$ cat src/hdl/nio_pkg.sv
// Constants shared by the nibble I/O register slice
// How it works
// - Port data nibble reads pin levels; writes set the output latch.
// - Initial reset clears the port output latch; pin readback stays live.
// - One direction bit, 1 output, 0 input, cleared at reset.
// - Three read-only watchdog stage bits, quarter, half, one hertz, reset zero.
// - Eight-bit serial data as low nibble then high nibble, read/write.
// - Two-bit serial clock mode: full, half, quarter, slave; resets to three.
// - Read/write serial shift edge select bit, cleared at reset.
// - Read/write serial interrupt enable bit, masked at reset.
// - Read-only serial interrupt factor flag, set by a serial event.
// - Read-only input group two interrupt factor flag, set by its cause.
// - Input group two pin levels readable as a read-only nibble.
// - Reading a register clears the interrupt factor flags it holds.
// - Strobe bits and unused bits always read as zero.
// - Four per-pin input group two interrupt enables, cleared at reset.
package nio_pkg;

  // ****************************************************
  // Bus geometry
  // ****************************************************
  localparam int ADDR_W = 12;
  localparam int DATA_W = 32;
  localparam int NIB_W  = 4;
  localparam int IDX_W  = 10;

  // ****************************************************
  // Register indices; byte address is four times the index
  // ****************************************************
  localparam logic [IDX_W-1:0] IDX_PORT_DATA = 10'h2ed;
  localparam logic [IDX_W-1:0] IDX_TMR_DIR   = 10'h2ee;
  localparam logic [IDX_W-1:0] IDX_WDOG      = 10'h2ef;
  localparam logic [IDX_W-1:0] IDX_SD_LOW    = 10'h2f0;
  localparam logic [IDX_W-1:0] IDX_SD_HIGH   = 10'h2f1;
  localparam logic [IDX_W-1:0] IDX_SCLK_CFG  = 10'h2f2;
  localparam logic [IDX_W-1:0] IDX_FLAGS     = 10'h2f3;
  localparam logic [IDX_W-1:0] IDX_K2_LEVELS = 10'h2f4;
  localparam logic [IDX_W-1:0] IDX_K2_ENABLE = 10'h2f5;

  // ****************************************************
  // Field positions
  // ****************************************************
  localparam int BIT_TMR_CLR  = 3;
  localparam int BIT_SW_RUN   = 2;
  localparam int BIT_SW_CLR   = 1;
  localparam int BIT_DIR      = 0;
  localparam int BIT_WD_CLR   = 3;
  localparam int BIT_SCS_HI   = 3;
  localparam int BIT_SCS_LO   = 2;
  localparam int BIT_EDGE     = 1;
  localparam int BIT_SIO_EN   = 0;
  localparam int BIT_K2_FLAG  = 1;
  localparam int BIT_SIO_FLAG = 0;
  localparam int STRB_LANE    = 0;

  // ****************************************************
  // Reset values
  // ****************************************************
  localparam logic [NIB_W-1:0] RST_NIB  = 4'h0;
  localparam logic [7:0]       RST_BYTE = 8'h00;
  localparam logic [1:0]       RST_SCS  = 2'h3;
  localparam logic             RST_BIT  = 1'b0;

  // Serial clock source selection
  typedef enum logic [1:0] {
    NIO_SCLK_FULL    = 2'h0,
    NIO_SCLK_HALF    = 2'h1,
    NIO_SCLK_QUARTER = 2'h2,
    NIO_SCLK_SLAVE   = 2'h3
  } nio_sclk_mode_t;

endpackage : nio_pkg

$ cat src/hdl/nio_regs.sv
// Nibble I/O register slice: APB slave with port, timer, serial and input group registers
//
// Chosen here: the APB interface to the registers.
module nio_regs (
  // Clock and reset
  input  wire logic        clk,
  input  wire logic        reset_n,
  // APB slave
  input  wire logic        psel,
  input  wire logic        penable,
  input  wire logic        pwrite,
  input  wire logic [11:0] paddr,
  input  wire logic [31:0] pwdata,
  input  wire logic [3:0]  pstrb,
  output logic      [31:0] prdata,
  output logic             pready,
  output logic             pslverr,
  // Bidirectional port pins
  input  wire logic [3:0]  bidir_port_pins_in,
  output logic      [3:0]  bidir_port_pins_out,
  output logic      [3:0]  bidir_port_pins_oe,
  // Timer controls
  output logic             clock_timer_clear_strobe,
  output logic             stopwatch_clear_strobe,
  output logic             watchdog_clear_strobe,
  output logic             stopwatch_run_bit,
  input  wire logic        watchdog_stage_quarter_hz,
  input  wire logic        watchdog_stage_half_hz,
  input  wire logic        watchdog_stage_one_hz,
  // Serial interface
  input  wire logic        serial_load,
  input  wire logic [7:0]  serial_load_data,
  input  wire logic        serial_done,
  output logic      [7:0]  serial_data,
  output logic      [1:0]  serial_clock_mode,
  output logic      [1:0]  serial_clk_halvings,
  output logic             serial_slave,
  output logic             serial_edge_select,
  output logic             serial_irq_enable,
  output logic             serial_irq_factor,
  // Input group two
  input  wire logic [3:0]  input_group_two_pins,
  output logic      [3:0]  input_group_two_irq_enable,
  output logic             input_group_two_irq_factor
);

  // ****************************************************
  // Decode helpers
  // ****************************************************

  // Word index of a byte address
  function automatic logic [9:0] reg_idx(input logic [11:0] a);
    return a[11:2];
  endfunction

  // True when an address selects the given register
  function automatic logic hits(input logic [11:0] a, input logic [9:0] idx);
    return reg_idx(a) == idx;
  endfunction

  // True when an address selects any register of the slice
  function automatic logic mapped(input logic [11:0] a);
    return reg_idx(a) >= nio_pkg::IDX_PORT_DATA && reg_idx(a) <= nio_pkg::IDX_K2_ENABLE;
  endfunction

  // ****************************************************
  // Signals
  // ****************************************************
  logic        setup;
  logic        done;
  logic        rd_done;
  logic        wr_done;
  logic [3:0]  port_latch_q;
  logic        port_dir_q;
  logic        sw_run_q;
  logic        tmr_clr_q;
  logic        sw_clr_q;
  logic        wd_clr_q;
  logic [7:0]  sdata_q;
  logic [1:0]  scs_q;
  logic        edge_q;
  logic        sio_en_q;
  logic        sio_flag_q;
  logic        k2_flag_q;
  logic [3:0]  k2_en_q;
  logic [3:0]  k2_prev_q;
  logic [3:0]  k2_cause;
  logic [3:0]  port_lvl;
  logic [3:0]  k2_lvl;
  logic [3:0]  rd_nib;
  logic [31:0] prdata_q;
  logic        err_q;
  logic        flags_rd_q;

  // ****************************************************
  // Pin synchronisers
  // ****************************************************
  nio_sync #(.W(4)) u_port_sync (
    .clk      (clk),
    .reset_n  (reset_n),
    .async_in (bidir_port_pins_in),
    .sync_out (port_lvl)
  );

  nio_sync #(.W(4)) u_k2_sync (
    .clk      (clk),
    .reset_n  (reset_n),
    .async_in (input_group_two_pins),
    .sync_out (k2_lvl)
  );

  // ****************************************************
  // APB phases
  // ****************************************************

  // Zero wait states: every access phase completes at once
  assign setup   = psel && !penable;
  assign done    = psel && penable;
  assign rd_done = done && !pwrite;
  assign wr_done = done && pwrite && pstrb[nio_pkg::STRB_LANE];
  assign pready  = penable;
  assign pslverr = done && err_q;
  assign prdata  = prdata_q;

  // Read data is taken from flops in setup, so the access edge sees stable data
  always_comb begin
    rd_nib = nio_pkg::RST_NIB;
    unique case (reg_idx(paddr))
      nio_pkg::IDX_PORT_DATA: rd_nib = port_lvl;
      nio_pkg::IDX_TMR_DIR: begin
        rd_nib[nio_pkg::BIT_SW_RUN] = sw_run_q;
        rd_nib[nio_pkg::BIT_DIR]    = port_dir_q;  // Clear bits stay zero
      end
      nio_pkg::IDX_WDOG: rd_nib = {1'b0, watchdog_stage_quarter_hz,
                                   watchdog_stage_half_hz, watchdog_stage_one_hz};
      nio_pkg::IDX_SD_LOW:  rd_nib = sdata_q[3:0];
      nio_pkg::IDX_SD_HIGH: rd_nib = sdata_q[7:4];
      nio_pkg::IDX_SCLK_CFG: rd_nib = {scs_q, edge_q, sio_en_q};
      nio_pkg::IDX_FLAGS: begin
        rd_nib[nio_pkg::BIT_K2_FLAG]  = k2_flag_q;
        rd_nib[nio_pkg::BIT_SIO_FLAG] = sio_flag_q;
      end
      nio_pkg::IDX_K2_LEVELS: rd_nib = k2_lvl;
      nio_pkg::IDX_K2_ENABLE: rd_nib = k2_en_q;
      default: rd_nib = nio_pkg::RST_NIB;  // Unused upper bits and holes read zero
    endcase
  end

  // Capture read data and the error answer during setup
  always_ff @(posedge clk) begin
    if (!reset_n) begin
      prdata_q   <= '0;
      err_q      <= 1'b0;
      flags_rd_q <= 1'b0;
    end else if (setup) begin
      prdata_q   <= {28'h0000000, rd_nib};
      err_q      <= !mapped(paddr);
      flags_rd_q <= hits(paddr, nio_pkg::IDX_FLAGS);
    end
  end

  // ****************************************************
  // Bidirectional port
  // ****************************************************

  // Output latch: cleared at reset, loaded by software
  always_ff @(posedge clk) begin
    if (!reset_n) begin
      port_latch_q <= nio_pkg::RST_NIB;
    end else if (wr_done && hits(paddr, nio_pkg::IDX_PORT_DATA)) begin
      port_latch_q <= pwdata[3:0];
    end
  end

  // Direction and stopwatch run share a register
  always_ff @(posedge clk) begin
    if (!reset_n) begin
      port_dir_q <= nio_pkg::RST_BIT;
      sw_run_q   <= nio_pkg::RST_BIT;
    end else if (wr_done && hits(paddr, nio_pkg::IDX_TMR_DIR)) begin
      port_dir_q <= pwdata[nio_pkg::BIT_DIR];
      sw_run_q   <= pwdata[nio_pkg::BIT_SW_RUN];
    end
  end

  assign bidir_port_pins_out = port_latch_q;
  assign bidir_port_pins_oe  = {4{port_dir_q}};
  assign stopwatch_run_bit   = sw_run_q;

  // ****************************************************
  // Counter clear strobes
  // ****************************************************

  // One-cycle pulses after the completing edge; a written zero does nothing
  always_ff @(posedge clk) begin
    if (!reset_n) begin
      tmr_clr_q <= 1'b0;
      sw_clr_q  <= 1'b0;
      wd_clr_q  <= 1'b0;
    end else begin
      tmr_clr_q <= wr_done && hits(paddr, nio_pkg::IDX_TMR_DIR) && pwdata[nio_pkg::BIT_TMR_CLR];
      sw_clr_q  <= wr_done && hits(paddr, nio_pkg::IDX_TMR_DIR) && pwdata[nio_pkg::BIT_SW_CLR];
      wd_clr_q  <= wr_done && hits(paddr, nio_pkg::IDX_WDOG) && pwdata[nio_pkg::BIT_WD_CLR];
    end
  end

  assign clock_timer_clear_strobe = tmr_clr_q;
  assign stopwatch_clear_strobe   = sw_clr_q;
  assign watchdog_clear_strobe    = wd_clr_q;

  // ****************************************************
  // Serial interface registers
  // ****************************************************

  // Software write beats a shifter load in the same cycle
  always_ff @(posedge clk) begin
    if (!reset_n) begin
      sdata_q <= nio_pkg::RST_BYTE;
    end else if (wr_done && hits(paddr, nio_pkg::IDX_SD_LOW)) begin
      sdata_q[3:0] <= pwdata[3:0];
    end else if (wr_done && hits(paddr, nio_pkg::IDX_SD_HIGH)) begin
      sdata_q[7:4] <= pwdata[3:0];
    end else if (serial_load) begin
      sdata_q <= serial_load_data;
    end
  end

  // Clock mode, edge and enable
  always_ff @(posedge clk) begin
    if (!reset_n) begin
      scs_q    <= nio_pkg::RST_SCS;
      edge_q   <= nio_pkg::RST_BIT;
      sio_en_q <= nio_pkg::RST_BIT;
    end else if (wr_done && hits(paddr, nio_pkg::IDX_SCLK_CFG)) begin
      scs_q    <= {pwdata[nio_pkg::BIT_SCS_HI], pwdata[nio_pkg::BIT_SCS_LO]};
      edge_q   <= pwdata[nio_pkg::BIT_EDGE];
      sio_en_q <= pwdata[nio_pkg::BIT_SIO_EN];
    end
  end

  // Mode decode for the shifter: number of clock halvings, or slave
  always_comb begin
    serial_clk_halvings = 2'h0;
    serial_slave        = 1'b0;
    unique case (nio_pkg::nio_sclk_mode_t'(scs_q))
      nio_pkg::NIO_SCLK_FULL:    serial_clk_halvings = 2'h0;
      nio_pkg::NIO_SCLK_HALF:    serial_clk_halvings = 2'h1;
      nio_pkg::NIO_SCLK_QUARTER: serial_clk_halvings = 2'h2;
      nio_pkg::NIO_SCLK_SLAVE:   serial_slave        = 1'b1;
    endcase
  end

  assign serial_data        = sdata_q;
  assign serial_clock_mode  = scs_q;
  assign serial_edge_select = edge_q;
  assign serial_irq_enable  = sio_en_q;

  // ****************************************************
  // Input group two
  // ****************************************************

  // Enables, one per pin
  always_ff @(posedge clk) begin
    if (!reset_n) begin
      k2_en_q <= nio_pkg::RST_NIB;
    end else if (wr_done && hits(paddr, nio_pkg::IDX_K2_ENABLE)) begin
      k2_en_q <= pwdata[3:0];
    end
  end

  // Previous synchronised levels for change detection
  always_ff @(posedge clk) begin
    if (!reset_n) begin
      k2_prev_q <= nio_pkg::RST_NIB;
    end else begin
      k2_prev_q <= k2_lvl;
    end
  end

  // A level change on an enabled pin is a cause
  for (genvar i = 0; i < nio_pkg::NIB_W; i++) begin : g_k2_cause
    assign k2_cause[i] = k2_en_q[i] && (k2_lvl[i] != k2_prev_q[i]);
  end

  assign input_group_two_irq_enable = k2_en_q;

  // ****************************************************
  // Interrupt factor flags
  // ****************************************************

  // Only bits seen as one in the read are cleared, so a flag set after the
  // setup capture survives the read; a set in the clear cycle also wins
  always_ff @(posedge clk) begin
    if (!reset_n) begin
      sio_flag_q <= 1'b0;
      k2_flag_q  <= 1'b0;
    end else begin
      if (serial_done) begin
        sio_flag_q <= 1'b1;
      end else if (rd_done && flags_rd_q && prdata_q[nio_pkg::BIT_SIO_FLAG]) begin
        sio_flag_q <= 1'b0;
      end
      if (|k2_cause) begin
        k2_flag_q <= 1'b1;
      end else if (rd_done && flags_rd_q && prdata_q[nio_pkg::BIT_K2_FLAG]) begin
        k2_flag_q <= 1'b0;
      end
    end
  end

  assign serial_irq_factor          = sio_flag_q;
  assign input_group_two_irq_factor = k2_flag_q;

  // ****************************************************
  // Checks
  // ****************************************************

  chk_latch_reset: assert property (
    @(posedge clk) $past(!reset_n) |-> bidir_port_pins_out == 4'h0)
    else $error("port latch not cleared by reset");

  chk_dir_drive: assert property (
    @(posedge clk) disable iff (!reset_n)
    $past(!reset_n) |-> bidir_port_pins_oe == 4'h0 ##0 !port_dir_q)
    else $error("port not input after reset");

  chk_mode_reset: assert property (
    @(posedge clk) $past(!reset_n) |-> serial_clock_mode == nio_pkg::RST_SCS && serial_slave)
    else $error("serial clock mode reset wrong");

  chk_mode_decode: assert property (
    @(posedge clk) disable iff (!reset_n)
    serial_slave == (serial_clock_mode == nio_pkg::NIO_SCLK_SLAVE) &&
    serial_clk_halvings == ((serial_clock_mode == nio_pkg::NIO_SCLK_SLAVE) ? 2'h0 : serial_clock_mode))
    else $error("serial clock mode decode wrong");

  chk_strobe_pulse: assert property (
    @(posedge clk) disable iff (!reset_n)
    wr_done && hits(paddr, nio_pkg::IDX_WDOG) && pwdata[nio_pkg::BIT_WD_CLR] |=>
    watchdog_clear_strobe ##1 !watchdog_clear_strobe)
    else $error("watchdog clear strobe not a single pulse");

  chk_strobe_zero: assert property (
    @(posedge clk) disable iff (!reset_n)
    !$past(wr_done) |-> !clock_timer_clear_strobe && !stopwatch_clear_strobe)
    else $error("clear strobe without a write");

  chk_strobe_read: assert property (
    @(posedge clk) disable iff (!reset_n)
    rd_done && hits(paddr, nio_pkg::IDX_TMR_DIR) |->
    prdata[nio_pkg::BIT_TMR_CLR] == 1'b0 && prdata[nio_pkg::BIT_SW_CLR] == 1'b0)
    else $error("clear strobe bits read nonzero");

  chk_sio_set: assert property (
    @(posedge clk) disable iff (!reset_n)
    serial_done |=> serial_irq_factor [*2])
    else $error("serial event lost");

  chk_flag_clear: assert property (
    @(posedge clk) disable iff (!reset_n)
    rd_done && hits(paddr, nio_pkg::IDX_FLAGS) && prdata[nio_pkg::BIT_SIO_FLAG] && !serial_done |=>
    !serial_irq_factor)
    else $error("serial flag not cleared by read");

  chk_k2_set: assert property (
    @(posedge clk) disable iff (!reset_n)
    |(k2_en_q & (k2_lvl ^ k2_prev_q)) |=> input_group_two_irq_factor)
    else $error("input group cause lost");

  chk_k2_read: assert property (
    @(posedge clk) disable iff (!reset_n)
    rd_done && hits(paddr, nio_pkg::IDX_K2_LEVELS) |-> prdata[3:0] == $past(k2_lvl))
    else $error("input group levels misread");

endmodule // nio_regs

$ cat src/hdl/nio_sync.sv
// Two-stage synchroniser for pin levels entering the clock domain
module nio_sync #(
  parameter int W = 4
) (
  // Clock and reset
  input  wire logic         clk,
  input  wire logic         reset_n,
  // Levels
  input  wire logic [W-1:0] async_in,
  output logic      [W-1:0] sync_out
);

  logic [W-1:0] meta_q;
  logic [W-1:0] sync_q;

  // The first stage feeds only the second; nothing else may look at it
  always_ff @(posedge clk) begin
    if (!reset_n) begin
      meta_q <= '0;
      sync_q <= '0;
    end else begin
      meta_q <= async_in;
      sync_q <= meta_q;
    end
  end

  assign sync_out = sync_q;

endmodule // nio_sync

$ cat config.mk
export PLATFORM = sky130hd
export DESIGN_NAME = nio_regs
export DESIGN_NICKNAME = d
export VERILOG_FILES = /design/src/hdl/nio_pkg.sv /design/src/hdl/nio_regs.sv /design/src/hdl/nio_sync.sv
export SDC_FILE = /design/constraint.sdc
export NUM_CORES = 1
export LEC_CHECK = 0
export BUFFER_PORTS_ARGS = -buffer_cell sky130_fd_sc_hd__buf_2
export CELL_PAD_IN_SITES_DETAIL_PLACEMENT = 0
export CELL_PAD_IN_SITES_GLOBAL_PLACEMENT = 1
export CORE_AREA = 4 4 102 104
export DETAILED_ROUTE_END_ITERATION = 6
export DIE_AREA = 0 0 106 108
export HOLD_SLACK_MARGIN = 0.05
export PLACE_DENSITY_LB_ADDON = 0.15
export REMOVE_ABC_BUFFERS = 1
export SLEW_MARGIN = 20
export SYNTH_ARGS = -nofsm -noshare
export SYNTH_HDL_FRONTEND = slang
export SYNTH_HIERARCHICAL = 1
export SYNTH_SLANG_ARGS = --single-unit
$ cat constraint.sdc
create_clock -name clk -period 1.3 [get_ports clk]
set_clock_uncertainty 0.1 [all_clocks]
set_input_delay 0.065 -clock clk [delete_from_list [all_inputs] [get_ports clk]]
set_output_delay 0.065 -clock clk [all_outputs]
set_load 0.03 [all_outputs]
==> results of run 1 <==
[where the power goes]
group          switching [mW]  internal, mW  total, mW
clock network           0.559         0.376      0.935
logic                   0.372         0.260      0.632
registers              0.0283          1.67       1.70
[sequential cells by signal (all words and copies together) (netlist names), 2 cells and up]
signal                      flops
u_port_sync/sync_out            4
serial_clock_mode               2
input_group_two_irq_enable      4
serial_data                     8
u_k2_sync/sync_out              4
k2_prev_q                       4
bidir_port_pins_out             4
prdata                          4
u_k2_sync/meta_q                4
u_port_sync/meta_q              4
[layout make-up]
class	count	area [µm²]
Tap cell	133	166
Fill cell	986	5750
Clock buffer	6	72.6
Timing Repair Buffer	151	1020
Sequential cell	53	1070
Clock inverter	2	10.0
Multi-Input combinational cell	200	1450
Inverter	2	7.51
[cells by family after synthesis]
family	share of synthesized area, %
DFF	39.5
muxes	11.1
AOI/OAI and AO/OA	12.7
other	0.140
buffers and inverters	11.2
xor gates and xnor gates	1.30
and+or+nand+nor	24.1
[per-layer routing]
layer | GRT usage (%) | part of all wire [%] | up-vias
met5 | 0 | 0 | -
met4 | 3.61 | 0.99 | 0
met1 | 18.8 | 46 | 1096
met3 | 2.99 | 6.7 | 6
li1 | - | - | 1195
met2 | 24.1 | 47 | 75
[placed cells by master (no fill, tap or decap), types with 3 or more instances in the layout]
cell           instances
a21oi_1                9
a31oi_1                8
and2_1                22
and3_1                 3
buf_2                 79
buf_4                 45
clkbuf_8               5
conb_1                28
dfxtp_1               48
dfxtp_2                5
dlygate4sd3_1         24
mux2_2                 3
mux2i_1               22
nand2_1               11
nand2b_1               3
nand3_1                8
nand3b_1               3
nand4_1                4
nor2_1                 4
nor2b_1               18
nor4_4                 3
o21ai_0               10
o2bb2ai_1              3
o31ai_1                8
xor2_1                 4
[final timing paths]
kind,startpoint,end,slack [ns]
max reg2reg,u_port_sync/sync_out[3]$_SDFF_PN0_,prdata[3]$_SDFFE_PN0P_,0.03
min reg2reg,u_port_sync/meta_q[0]$_SDFF_PN0_,u_port_sync/sync_out[0]$_SDFF_PN0_,0.34
min,paddr[4],prdata[0]$_SDFFE_PN0P_,0.09
max,u_port_sync/sync_out[3]$_SDFF_PN0_,prdata[3]$_SDFFE_PN0P_,0.03
[repair_timing]
action                                  CTS  global route
hold buffers                             24             0
endpoints found under the setup margin    1             8
resized for setup                         4             8
pin swaps                                 3             0
gates cloned                              0             0
hold endpoints to repair                 38             0
[tightest hold or removal path: stages]
cell,delay (ns)
buf_2,0.15
nor3_2,0.09
nand2_1,0.07
a31oi_1,0.07
[metrics by stage]
stage	utilization, %	TNS (ns)	total power [mW]	hold slack (ns)
after floorplan	-	-1.04	2.03	0.0269
after global placement	36.1	-3.01	2.31	0.167
after detailed placement	36.1	-3.07	2.32	0.168
after CTS	39.6	-0.00989	3.32	0.0670
after global routing	39.8	-0.108	3.44	0.124
final	39.8	0	3.27	0.0872
==> metrics.md, run 1 <==
| Metric | Value |
|---|---|
| Status | `finished clean` |
| Clk buf depth | `2` |
| Post-synthesis cell count | `271` |
| Vias/cell | `4.34` |
| CTS tree | `built` |
| CP arrival | `1.41 ns` |
| Avg WL per Cell | `14.6 µm` |
| Setup crit start kind | `register` |
| Final wirelength | `7.99 mm` |
| Final worst-path cycle share | `97.7%` |
| Core area | `9550 µm²` |
| Post-synth top area share | `39.5%` |
| Worst path slowest cell | `a2111oi_4` |
| Starting Density | `28.1%` |
| Unique cell type count in the Yosys netlist | `43` |
| Fin area | `3800 µm²` |
| Root buffer cell | `clkbuf_8` |
| Setup violations, final | `0` |
| ANT nets after route | `0` |
| Final Max Slew Viols | `0` |
| Minimum clock period after layout | `1.27 ns` |
| Hold Path Stages | `4` |
| Achievable frequency | `0.787 GHz` |
| Fin cells | `547` |
| Htree depth | `2` |
| Initial antenna violation count | `0` |
| Largest area contributor in the synthesized netlist | `dfxtp_1` |
| Total of max-cap violations | `0` |
| Unrepaired setup endpoints after global routing | `true` |
| I/O pins | `141` |
| 1st-iter DRT viols | `81` |
| Worst-path clk slew | `0.10 ns` |
| Crit Path Category | `reg -> reg` |
| Die Height | `108 µm` |
| DRT Pass-1 Iters | `4` |
| DP Worst Slack | `-0.177 ns` |
| Number of synthesized flops with an enable pin | `0` |
| Leak pwr | `1.73 nW` |
| Worst reg2reg path depth | `5` |
| Most common cell in the netlist | `dfxtp_1` |
| Overflow after GRT | `0` |
| Syn Area/Cell | `9.92 µm²` |
| #FFs+latches synth | `53` |
| CP Depth | `5` |
| Crit. End Element | `register` |
| Most common flop cell mapped by yosys | `dfxtp_1` |
| Clk sinks | `53` |
| Worst vdd ir | `467 µV` |
| Worst Path Buf+Inv | `1` |
| Area Growth Syn to Fin | `41.4%` |
| Fin. Hold Viols | `0` |
| Post-synth ARST share | `0%` |
| Share of cells above drive strength 1 | `37.9%` |
| Worst hold path class | `in -> reg` |
| Pwr/cell area | `861 nW/µm²` |
| Final worst setup slack | `0.0301 ns` |
| Vias in the first global route | `2365` |
| Crit-path cells | `nand3b_1, a2111oi_4, buf_4, a21oi_2, a31oi_1` |
| DRC | `0` |
| Fin nets | `487` |
| Crit-path leading delay family | `compound AO/OA/AOI/OAI gates` |
| Largest net degree at the start of global routing | `24` |
| Placer Congestion | `0.821` |
| Mapped cell area | `2690 µm²` |
| Sequential cell area fraction in the yosys report | `39.5%` |
| CTS Buf Count | `5` |
| Die W | `106 µm` |
| Commonest cells in the netlist | `dfxtp_1 (53), buf_4 (33), and2_1 (22), mux2i_1 (22), nor2b_1 (18)` |
| Max incr delay on CP | `0.36 ns` |
| Placed cell area | `3440 µm²` |
| Port-buffer cells | `79` |
| N_diodes | `0` |
| # rows | `36` |
| Die area | `11400 µm²` |
| Via count | `2372` |
| HPWL after DPL | `6.19 mm` |
| Worst-path fanout max | `1` |
| Setup bufs post-CTS | `0` |
| Global-route wire length before repair | `12.8 mm` |
| Worst skew pair latency | `0.30 ns` |
| Synth area leaders | `dfxtp_1 (39%), buf_4 (9.2%), mux2i_1 (8.2%), and2_1 (5.1%), nor2b_1 (4.2%)` |
| CP required | `1.44 ns` |
| Cells after DPL | `515` |
| Synth Warn # | `6` |
| Total track usage | `14.3%` |
No activity file was read; power rests on OpenSTA's default activity.
==> inputs of run 2 (changes only) <==
- CORE_AREA: 4 4 102 104 -> 4 4 93 95
- DIE_AREA: 0 0 106 108 -> 0 0 97 99
- clock period: 1.3 -> 1.6 ns (I/O delays scaled with it)
==> run 2 against run 1 <==
Compared with the run above: worst setup slack better by 0.21 ns; global-route usage up 0.97 points; design area down 8.1%; largest power group unchanged; highest routed layer unchanged.
==> metrics.md, run 2 (same netlist as run 1, synthesis figures left out) <==
| Metric | Value |
|---|---|
| Status | `finished clean` |
| Die area | `9600 µm² (-16%)` |
| Htree depth | `2 (unchanged)` |
| Final Max Slew Viols | `0 (unchanged)` |
| Core Util, Final | `45.2% (+5.4 points)` |
| Core area | `7730 µm² (-19%)` |
| Crit. End Element | `register` |
| # resized after CTS | `0 (-4)` |
| Cells after DPL | `454 (-12%)` |
| CTS Buf Count | `5 (unchanged)` |
| Worst reg2reg path depth | `3 (-2)` |
| Pwr/cell area | `805 nW/µm² (-6.4%)` |
| Pwr Total | `2.81 mW (-14%)` |
| Crit Path Category | `in -> reg` |
| I/O pins | `141 (unchanged)` |
| CP arrival | `1.46 ns (+0.05 ns)` |
| Max FFs per register | `8 (unchanged)` |
| Fin nets | `455 (-6.6%)` |
| Via count | `2241 (-5.5%)` |
| DRT Pass-1 Iters | `6 (+2)` |
| Leak pwr | `1.57 nW (-9.1%)` |
| HPWL after DPL | `5.64 mm (-8.9%)` |
| Commonest cells after routing, fill and taps aside | `buf_2 (79), dfxtp_1 (53), conb_1 (28)` |
| Placed cell area | `3150 µm² (-8.4%)` |
| Total of max-cap violations | `0 (unchanged)` |
| Unrepaired setup endpoints after global routing | `false` |
| Worst hold path class | `in -> reg` |
| Starting Density | `34.8% (+6.6 points)` |
| Gate power share | `16.5% (-2.8 points)` |
| Setup crit start kind | `input port` |
| Port-buffer cells | `79 (unchanged)` |
| 1st-iter DRT viols | `80 (-1.2%)` |
| Vias in the first global route | `2218 (-6.2%)` |
| R2r setup slk | `0.25 ns (+0.22 ns)` |
| CTS tree | `built` |
| N_diodes | `0 (unchanged)` |
| Worst-path clk slew | `0.11 ns (about the same)` |
| DRC | `0 (unchanged)` |
| Switch share | `28.3% (-0.99 points)` |
| Achievable frequency | `0.737 GHz` |
| ANT nets after route | `0 (unchanged)` |
| Root buffer cell | `clkbuf_8` |
| Fin. Hold Viols | `0 (unchanged)` |
| Share of cells above drive strength 1 | `31.4% (-6.5 points)` |
| Placer Congestion | `0.837 (+1.9%)` |
| Initial antenna violation count | `0 (unchanged)` |
| Clock share of power | `34.3% (+5.7 points)` |
| Final wirelength | `7.26 mm (-9.1%)` |
| Worst-path fanout max | `5 (+4)` |
| Minimum clock period after layout | `1.36 ns` |
| Hold Path Stages | `3 (-1)` |
| Clk buf depth | `2 (unchanged)` |
| Commonest non-fill, non-tap cell in the layout | `buf_2` |
| Net Sw Power | `797 µW (-17%)` |
| CP required | `1.70 ns (+0.26 ns)` |
| Vias/cell | `4.63 (+6.8%)` |
| Worst skew pair latency | `0.31 ns (about the same)` |
| Int Pwr | `2.01 mW (-13%)` |
| # rows | `32 (-11%)` |
| Worst vdd ir | `541 µV (+16%)` |
| Die W | `97 µm (-8.5%)` |
| Fin cells | `484 (-12%)` |
| Global-route wire length before repair | `11.9 mm (-6.9%)` |
| Largest net degree at the start of global routing | `20 (-17%)` |
| Setup violations, final | `0 (unchanged)` |
| Fin area | `3490 µm² (-8.1%)` |
| Final worst-path cycle share | `84.8%` |
| Area Growth Syn to Fin | `29.9%` |
| Total track usage | `15.3% (+0.97 points)` |
| Seq pwr share | `49.2% (-2.9 points)` |
| Avg WL per Cell | `15.0 µm (+2.7%)` |
| Clk sinks | `53 (unchanged)` |
| Die Height | `99 µm (-8.3%)` |
| Overflow after GRT | `0 (unchanged)` |
==> run 2: through the flow <==
stage | hold slack (ns) | setup TNS, ns | setup WS (ns)
finish | 0.0684 | 0 | 0.243
detailed placement | 0.184 | 0 | 0.108
global placement | 0.181 | 0 | 0.109
CTS | 0.0594 | 0 | 0.227
global route | 0.0624 | 0 | 0.148
floorplan | 0.0419 | -0.393 | -0.393
==> run 2: critical path, cell delays in order <==
cell	delay, ns
dlygate4sd3_1	0.52
buf_2	0.14
inv_1	0.11
a41oi_4	0.30
mux2i_1	0.23
a21oi_1	0.08
==> run 2: path summary, 6_finish.rpt <==
check / start / endpoint
worst max-delay path: serial_load / serial_data[4]$_SDFFE_PN0P_
worst min-delay path: pwdata[0] / port_dir_q$_SDFFE_PN0N_
worst max register to register: input_group_two_irq_factor$_SDFFE_PN0P_ / prdata[1]$_SDFFE_PN0P_
worst min register to register: u_k2_sync/meta_q[2]$_SDFF_PN0_ / u_k2_sync/sync_out[2]$_SDFF_PN0_
==> run 2: metal layers <==
metal | global-route usage (%) | vias up | share of wire (%)
li1 | - | 1131 | -
met1 | 21.0 | 1031 | 47
met2 | 24.3 | 77 | 46
met3 | 4.53 | 2 | 6.9
met4 | 2.27 | 0 | 0.19
met5 | 0 | - | 0
==> run 2: timing repair <==
action / 4_1_cts / 5_1_grt
hold endpoints to repair: 31 / 0
hold buffers: 22 / 0
buffers inserted: 0 / 0
==> run 2: power groups by stage <==
| stage | logic (mW) | clock network (mW) | registers (mW) |
|---|---|---|---|
| floorplan | 0.204 | 0 | 1.45 |
| global placement | 0.421 | 0 | 1.41 |
| detailed placement | 0.421 | 0 | 1.41 |
| CTS | 0.464 | 1.01 | 1.38 |
| global route | 0.503 | 1.06 | 1.39 |
| finish | 0.464 | 0.965 | 1.38 |
==> run 2: area by class of cell <==
| class | instances | area (µm²) |
|---|---|---|
| Fill cell | 809 | 4240 |
| Multi-Input combinational cell | 200 | 1430 |
| Sequential cell | 53 | 1060 |
| Timing Repair Buffer | 119 | 751 |
| Tap cell | 102 | 128 |
| Clock buffer | 5 | 68.8 |
| Clock inverter | 3 | 47.5 |
| Inverter | 2 | 7.51 |
==> inputs of run 3 (changes only) <==
- CORE_AREA: 4 4 93 95 -> 4 4 96 98
- DIE_AREA: 0 0 97 99 -> 0 0 100 102
- clock period: 1.6 -> 1.34 ns (I/O delays scaled with it)
==> run 3 against run 2 <==
Compared with the run above: the run now ends with negative setup slack left; worst setup slack worse by 0.25 ns; sequential cell count unchanged; core utilization fell by 2.2 points; critical path depth shrank 3; first-iteration DRC count rose by 90%; clock power decreased by 3.1%; die area up 6.2%; sequential power rose by 20%; routed wire length grew 3.7%; worst hold slack better by 0.018 ns; power increased by 13%; final cell count increased by 5.0%; critical endpoint is now prdata[1]$_SDFFE_PN0P_; largest power group unchanged.
==> metrics.md, run 3 (same netlist as run 1, synthesis figures left out) <==
| Metric | Value |
|---|---|
| Total of max-cap violations | `0 (unchanged)` |
| Max incr delay on CP | `0.48 ns (-0.04 ns)` |
| Initial antenna violation count | `0 (unchanged)` |
| Met2 Wirelength | `3.50 mm (+5.0%)` |
| Final worst setup slack | `-0.00449 ns (-0.247 ns)` |
| Global-route wire length before repair | `11.9 mm (about the same)` |
| DRC | `0 (unchanged)` |
| Final setup TNS | `-0.00449 ns (-0.00449 ns)` |
| Highest routing layer actually used | `met4` |
| I/O pins | `141 (unchanged)` |
| CP required | `1.42 ns (-0.28 ns)` |
| Die Height | `102 µm (+3.0%)` |
| Min Hold Slack | `0.0860 ns (+0.0176 ns)` |
| Htree depth | `2 (unchanged)` |
| CTS tree | `built` |
| Final worst-path cycle share | `100%` |
| Final Max Slew Viols | `0 (unchanged)` |
| Commonest non-fill, non-tap cell in the layout | `buf_2` |
| Crit. End Element | `register` |
| Worst hold path class | `in -> reg` |
| Worst vdd ir | `447 µV (-17%)` |
| Core area | `8470 µm² (+9.6%)` |
| DRT Pass-1 Iters | `4 (-2)` |
| Area Growth Syn to Fin | `35.3%` |
| Crit-path cells | `mux4_2, a32oi_2, a31oi_1` |
| Worst-path clk slew | `0.11 ns (about the same)` |
| Clk sinks | `53 (unchanged)` |
| Unrepaired setup endpoints after global routing | `true` |
| Pwr/cell area | `873 nW/µm² (+8.4%)` |
| Status | `complete, but fails checks` |
| N_diodes | `0 (unchanged)` |
| Placed cell area | `3310 µm² (+4.9%)` |
| Worst skew pair latency | `0.31 ns (about the same)` |
| Vias/cell | `4.56 (-1.5%)` |
| ANT nets after route | `0 (unchanged)` |
| Root buffer cell | `clkbuf_8` |
| Largest net degree at the start of global routing | `35 (+75%)` |
| Commonest cells after routing, fill and taps aside | `buf_2 (79), dfxtp_1 (51), buf_4 (35), conb_1 (28)` |
| Crit-path leading delay family | `multiplexers` |
| Worst Path Buf+Inv | `0 (-3)` |
| Total track usage | `14.8% (-0.49 points)` |
| Fin nets | `473 (+4.0%)` |
| Met3 WL | `415 µm (-17%)` |
| Achievable frequency | `0.744 GHz` |
| Failing checks | `negative setup slack` |
| Share of cells above drive strength 1 | `35.5% (+4.1 points)` |
| Die W | `100 µm (+3.1%)` |
| Final wirelength | `7.53 mm (+3.7%)` |
| Leak pwr | `1.66 nW (+5.7%)` |
| Minimum clock period after layout | `1.34 ns` |
| HPWL after DPL | `5.81 mm (+3.0%)` |
| Overflow after GRT | `0 (unchanged)` |
| Placer Congestion | `0.808 (-3.4%)` |
| Max FFs per register | `8 (unchanged)` |
| CTS Buf Count | `5 (unchanged)` |
| Fin. Hold Viols | `0 (unchanged)` |
| Setup crit start kind | `register` |
| Via count | `2317 (+3.4%)` |
| Setup violations, final | `1 (+1)` |
| Crit Path Category | `reg -> reg` |
| Multi-input gate area | `1440 µm² (+0.96%)` |
| Fill cell count | `872 (+7.8%)` |
| Vias in the first global route | `2251 (+1.5%)` |
| Starting Density | `31.7% (-3.0 points)` |
| Core Util, Final | `43.0% (-2.2 points)` |
| Port-buffer cells | `79 (unchanged)` |
| CP arrival | `1.42 ns (-0.04 ns)` |
| Avg WL per Cell | `14.8 µm (-1.2%)` |
| 1st-iter DRT viols | `152 (+90%)` |
| Fin area | `3640 µm² (+4.2%)` |
| Clk buf depth | `2 (unchanged)` |
| Die area | `10200 µm² (+6.2%)` |
| Pwr Total | `3.17 mW (+13%)` |
| # rows | `34 (+6.3%)` |
| Worst-path fanout max | `2 (-3)` |
| Routed length on met1 | `3.56 mm (+4.4%)` |
| Sequential standard cell area | `1060 µm² (+0.24%)` |
| Worst path slowest cell | `mux4_2` |
## run 3: cell types whose count changed in the layout (fill, tap and decap cells not counted), sizes merged
| cell | delta |
|---|---|
| buf | +18 |
| clkinvlp | +1 |
| clkinv | +1 |
| bufinv | -1 |
| inv | -1 |
## run 3: report_power, final
group | leakage [nW] | total, mW | internal [mW] | switching, mW
logic | 1.18 | 0.585 | 0.233 | 0.353
clock network | 0.0445 | 0.935 | 0.372 | 0.563
registers | 0.435 | 1.65 | 1.62 | 0.0278
## run 3: area by class of cell
cell class	count	share of cell area, %
Clock buffer	5	1.89
Clock inverter	3	0.585
Inverter	2	0.206
Multi-Input combinational cell	200	39.6
Sequential cell	53	29.2
Tap cell	108	3.72
Timing Repair Buffer	137	24.7
## run 3: through the flow
step,cells,setup slack (ns)
finish,508,-0.00449
CTS,508,-0.0134
detailed placement,478,-0.0816
global placement,478,-0.0765
global route,508,-0.0903
floorplan,255,-0.653
## run 3: layer usage
layer  up-vias  global-route usage [%]
met2        78                    23.6
met3         5                    2.87
met1      1062                    20.9
li1       1172                       -
met4         0                    3.11
met5         -                       0
## run 3: final timing paths
kind / start / to / slack [ns] / cells past startpoint
setup / recovery: input_group_two_irq_factor$_SDFFE_PN0P_ / prdata[1]$_SDFFE_PN0P_ / -0.004 / 3
setup reg to reg: input_group_two_irq_factor$_SDFFE_PN0P_ / prdata[1]$_SDFFE_PN0P_ / -0.004 / 3
hold reg to reg: u_port_sync/meta_q[3]$_SDFF_PN0_ / u_port_sync/sync_out[3]$_SDFF_PN0_ / 0.34 / 1
hold / removal: reset_n / serial_clock_mode[1]$_SDFFE_PN1P_ / 0.09 / 3
## run 3: timing repair
item                                    CTS  global route
setup buffers                             0             0
gates resized for setup                   2             3
endpoints found under the setup margin    1             2
hold buffers                             22             0
endpoints found under the hold margin    30             0
## run 3: worst register-to-register path, cell delays in order, from the launching register on
cell	delay, ns
dfxtp_2	0.35
mux4_2	0.48
a32oi_2	0.18
a31oi_1	0.10
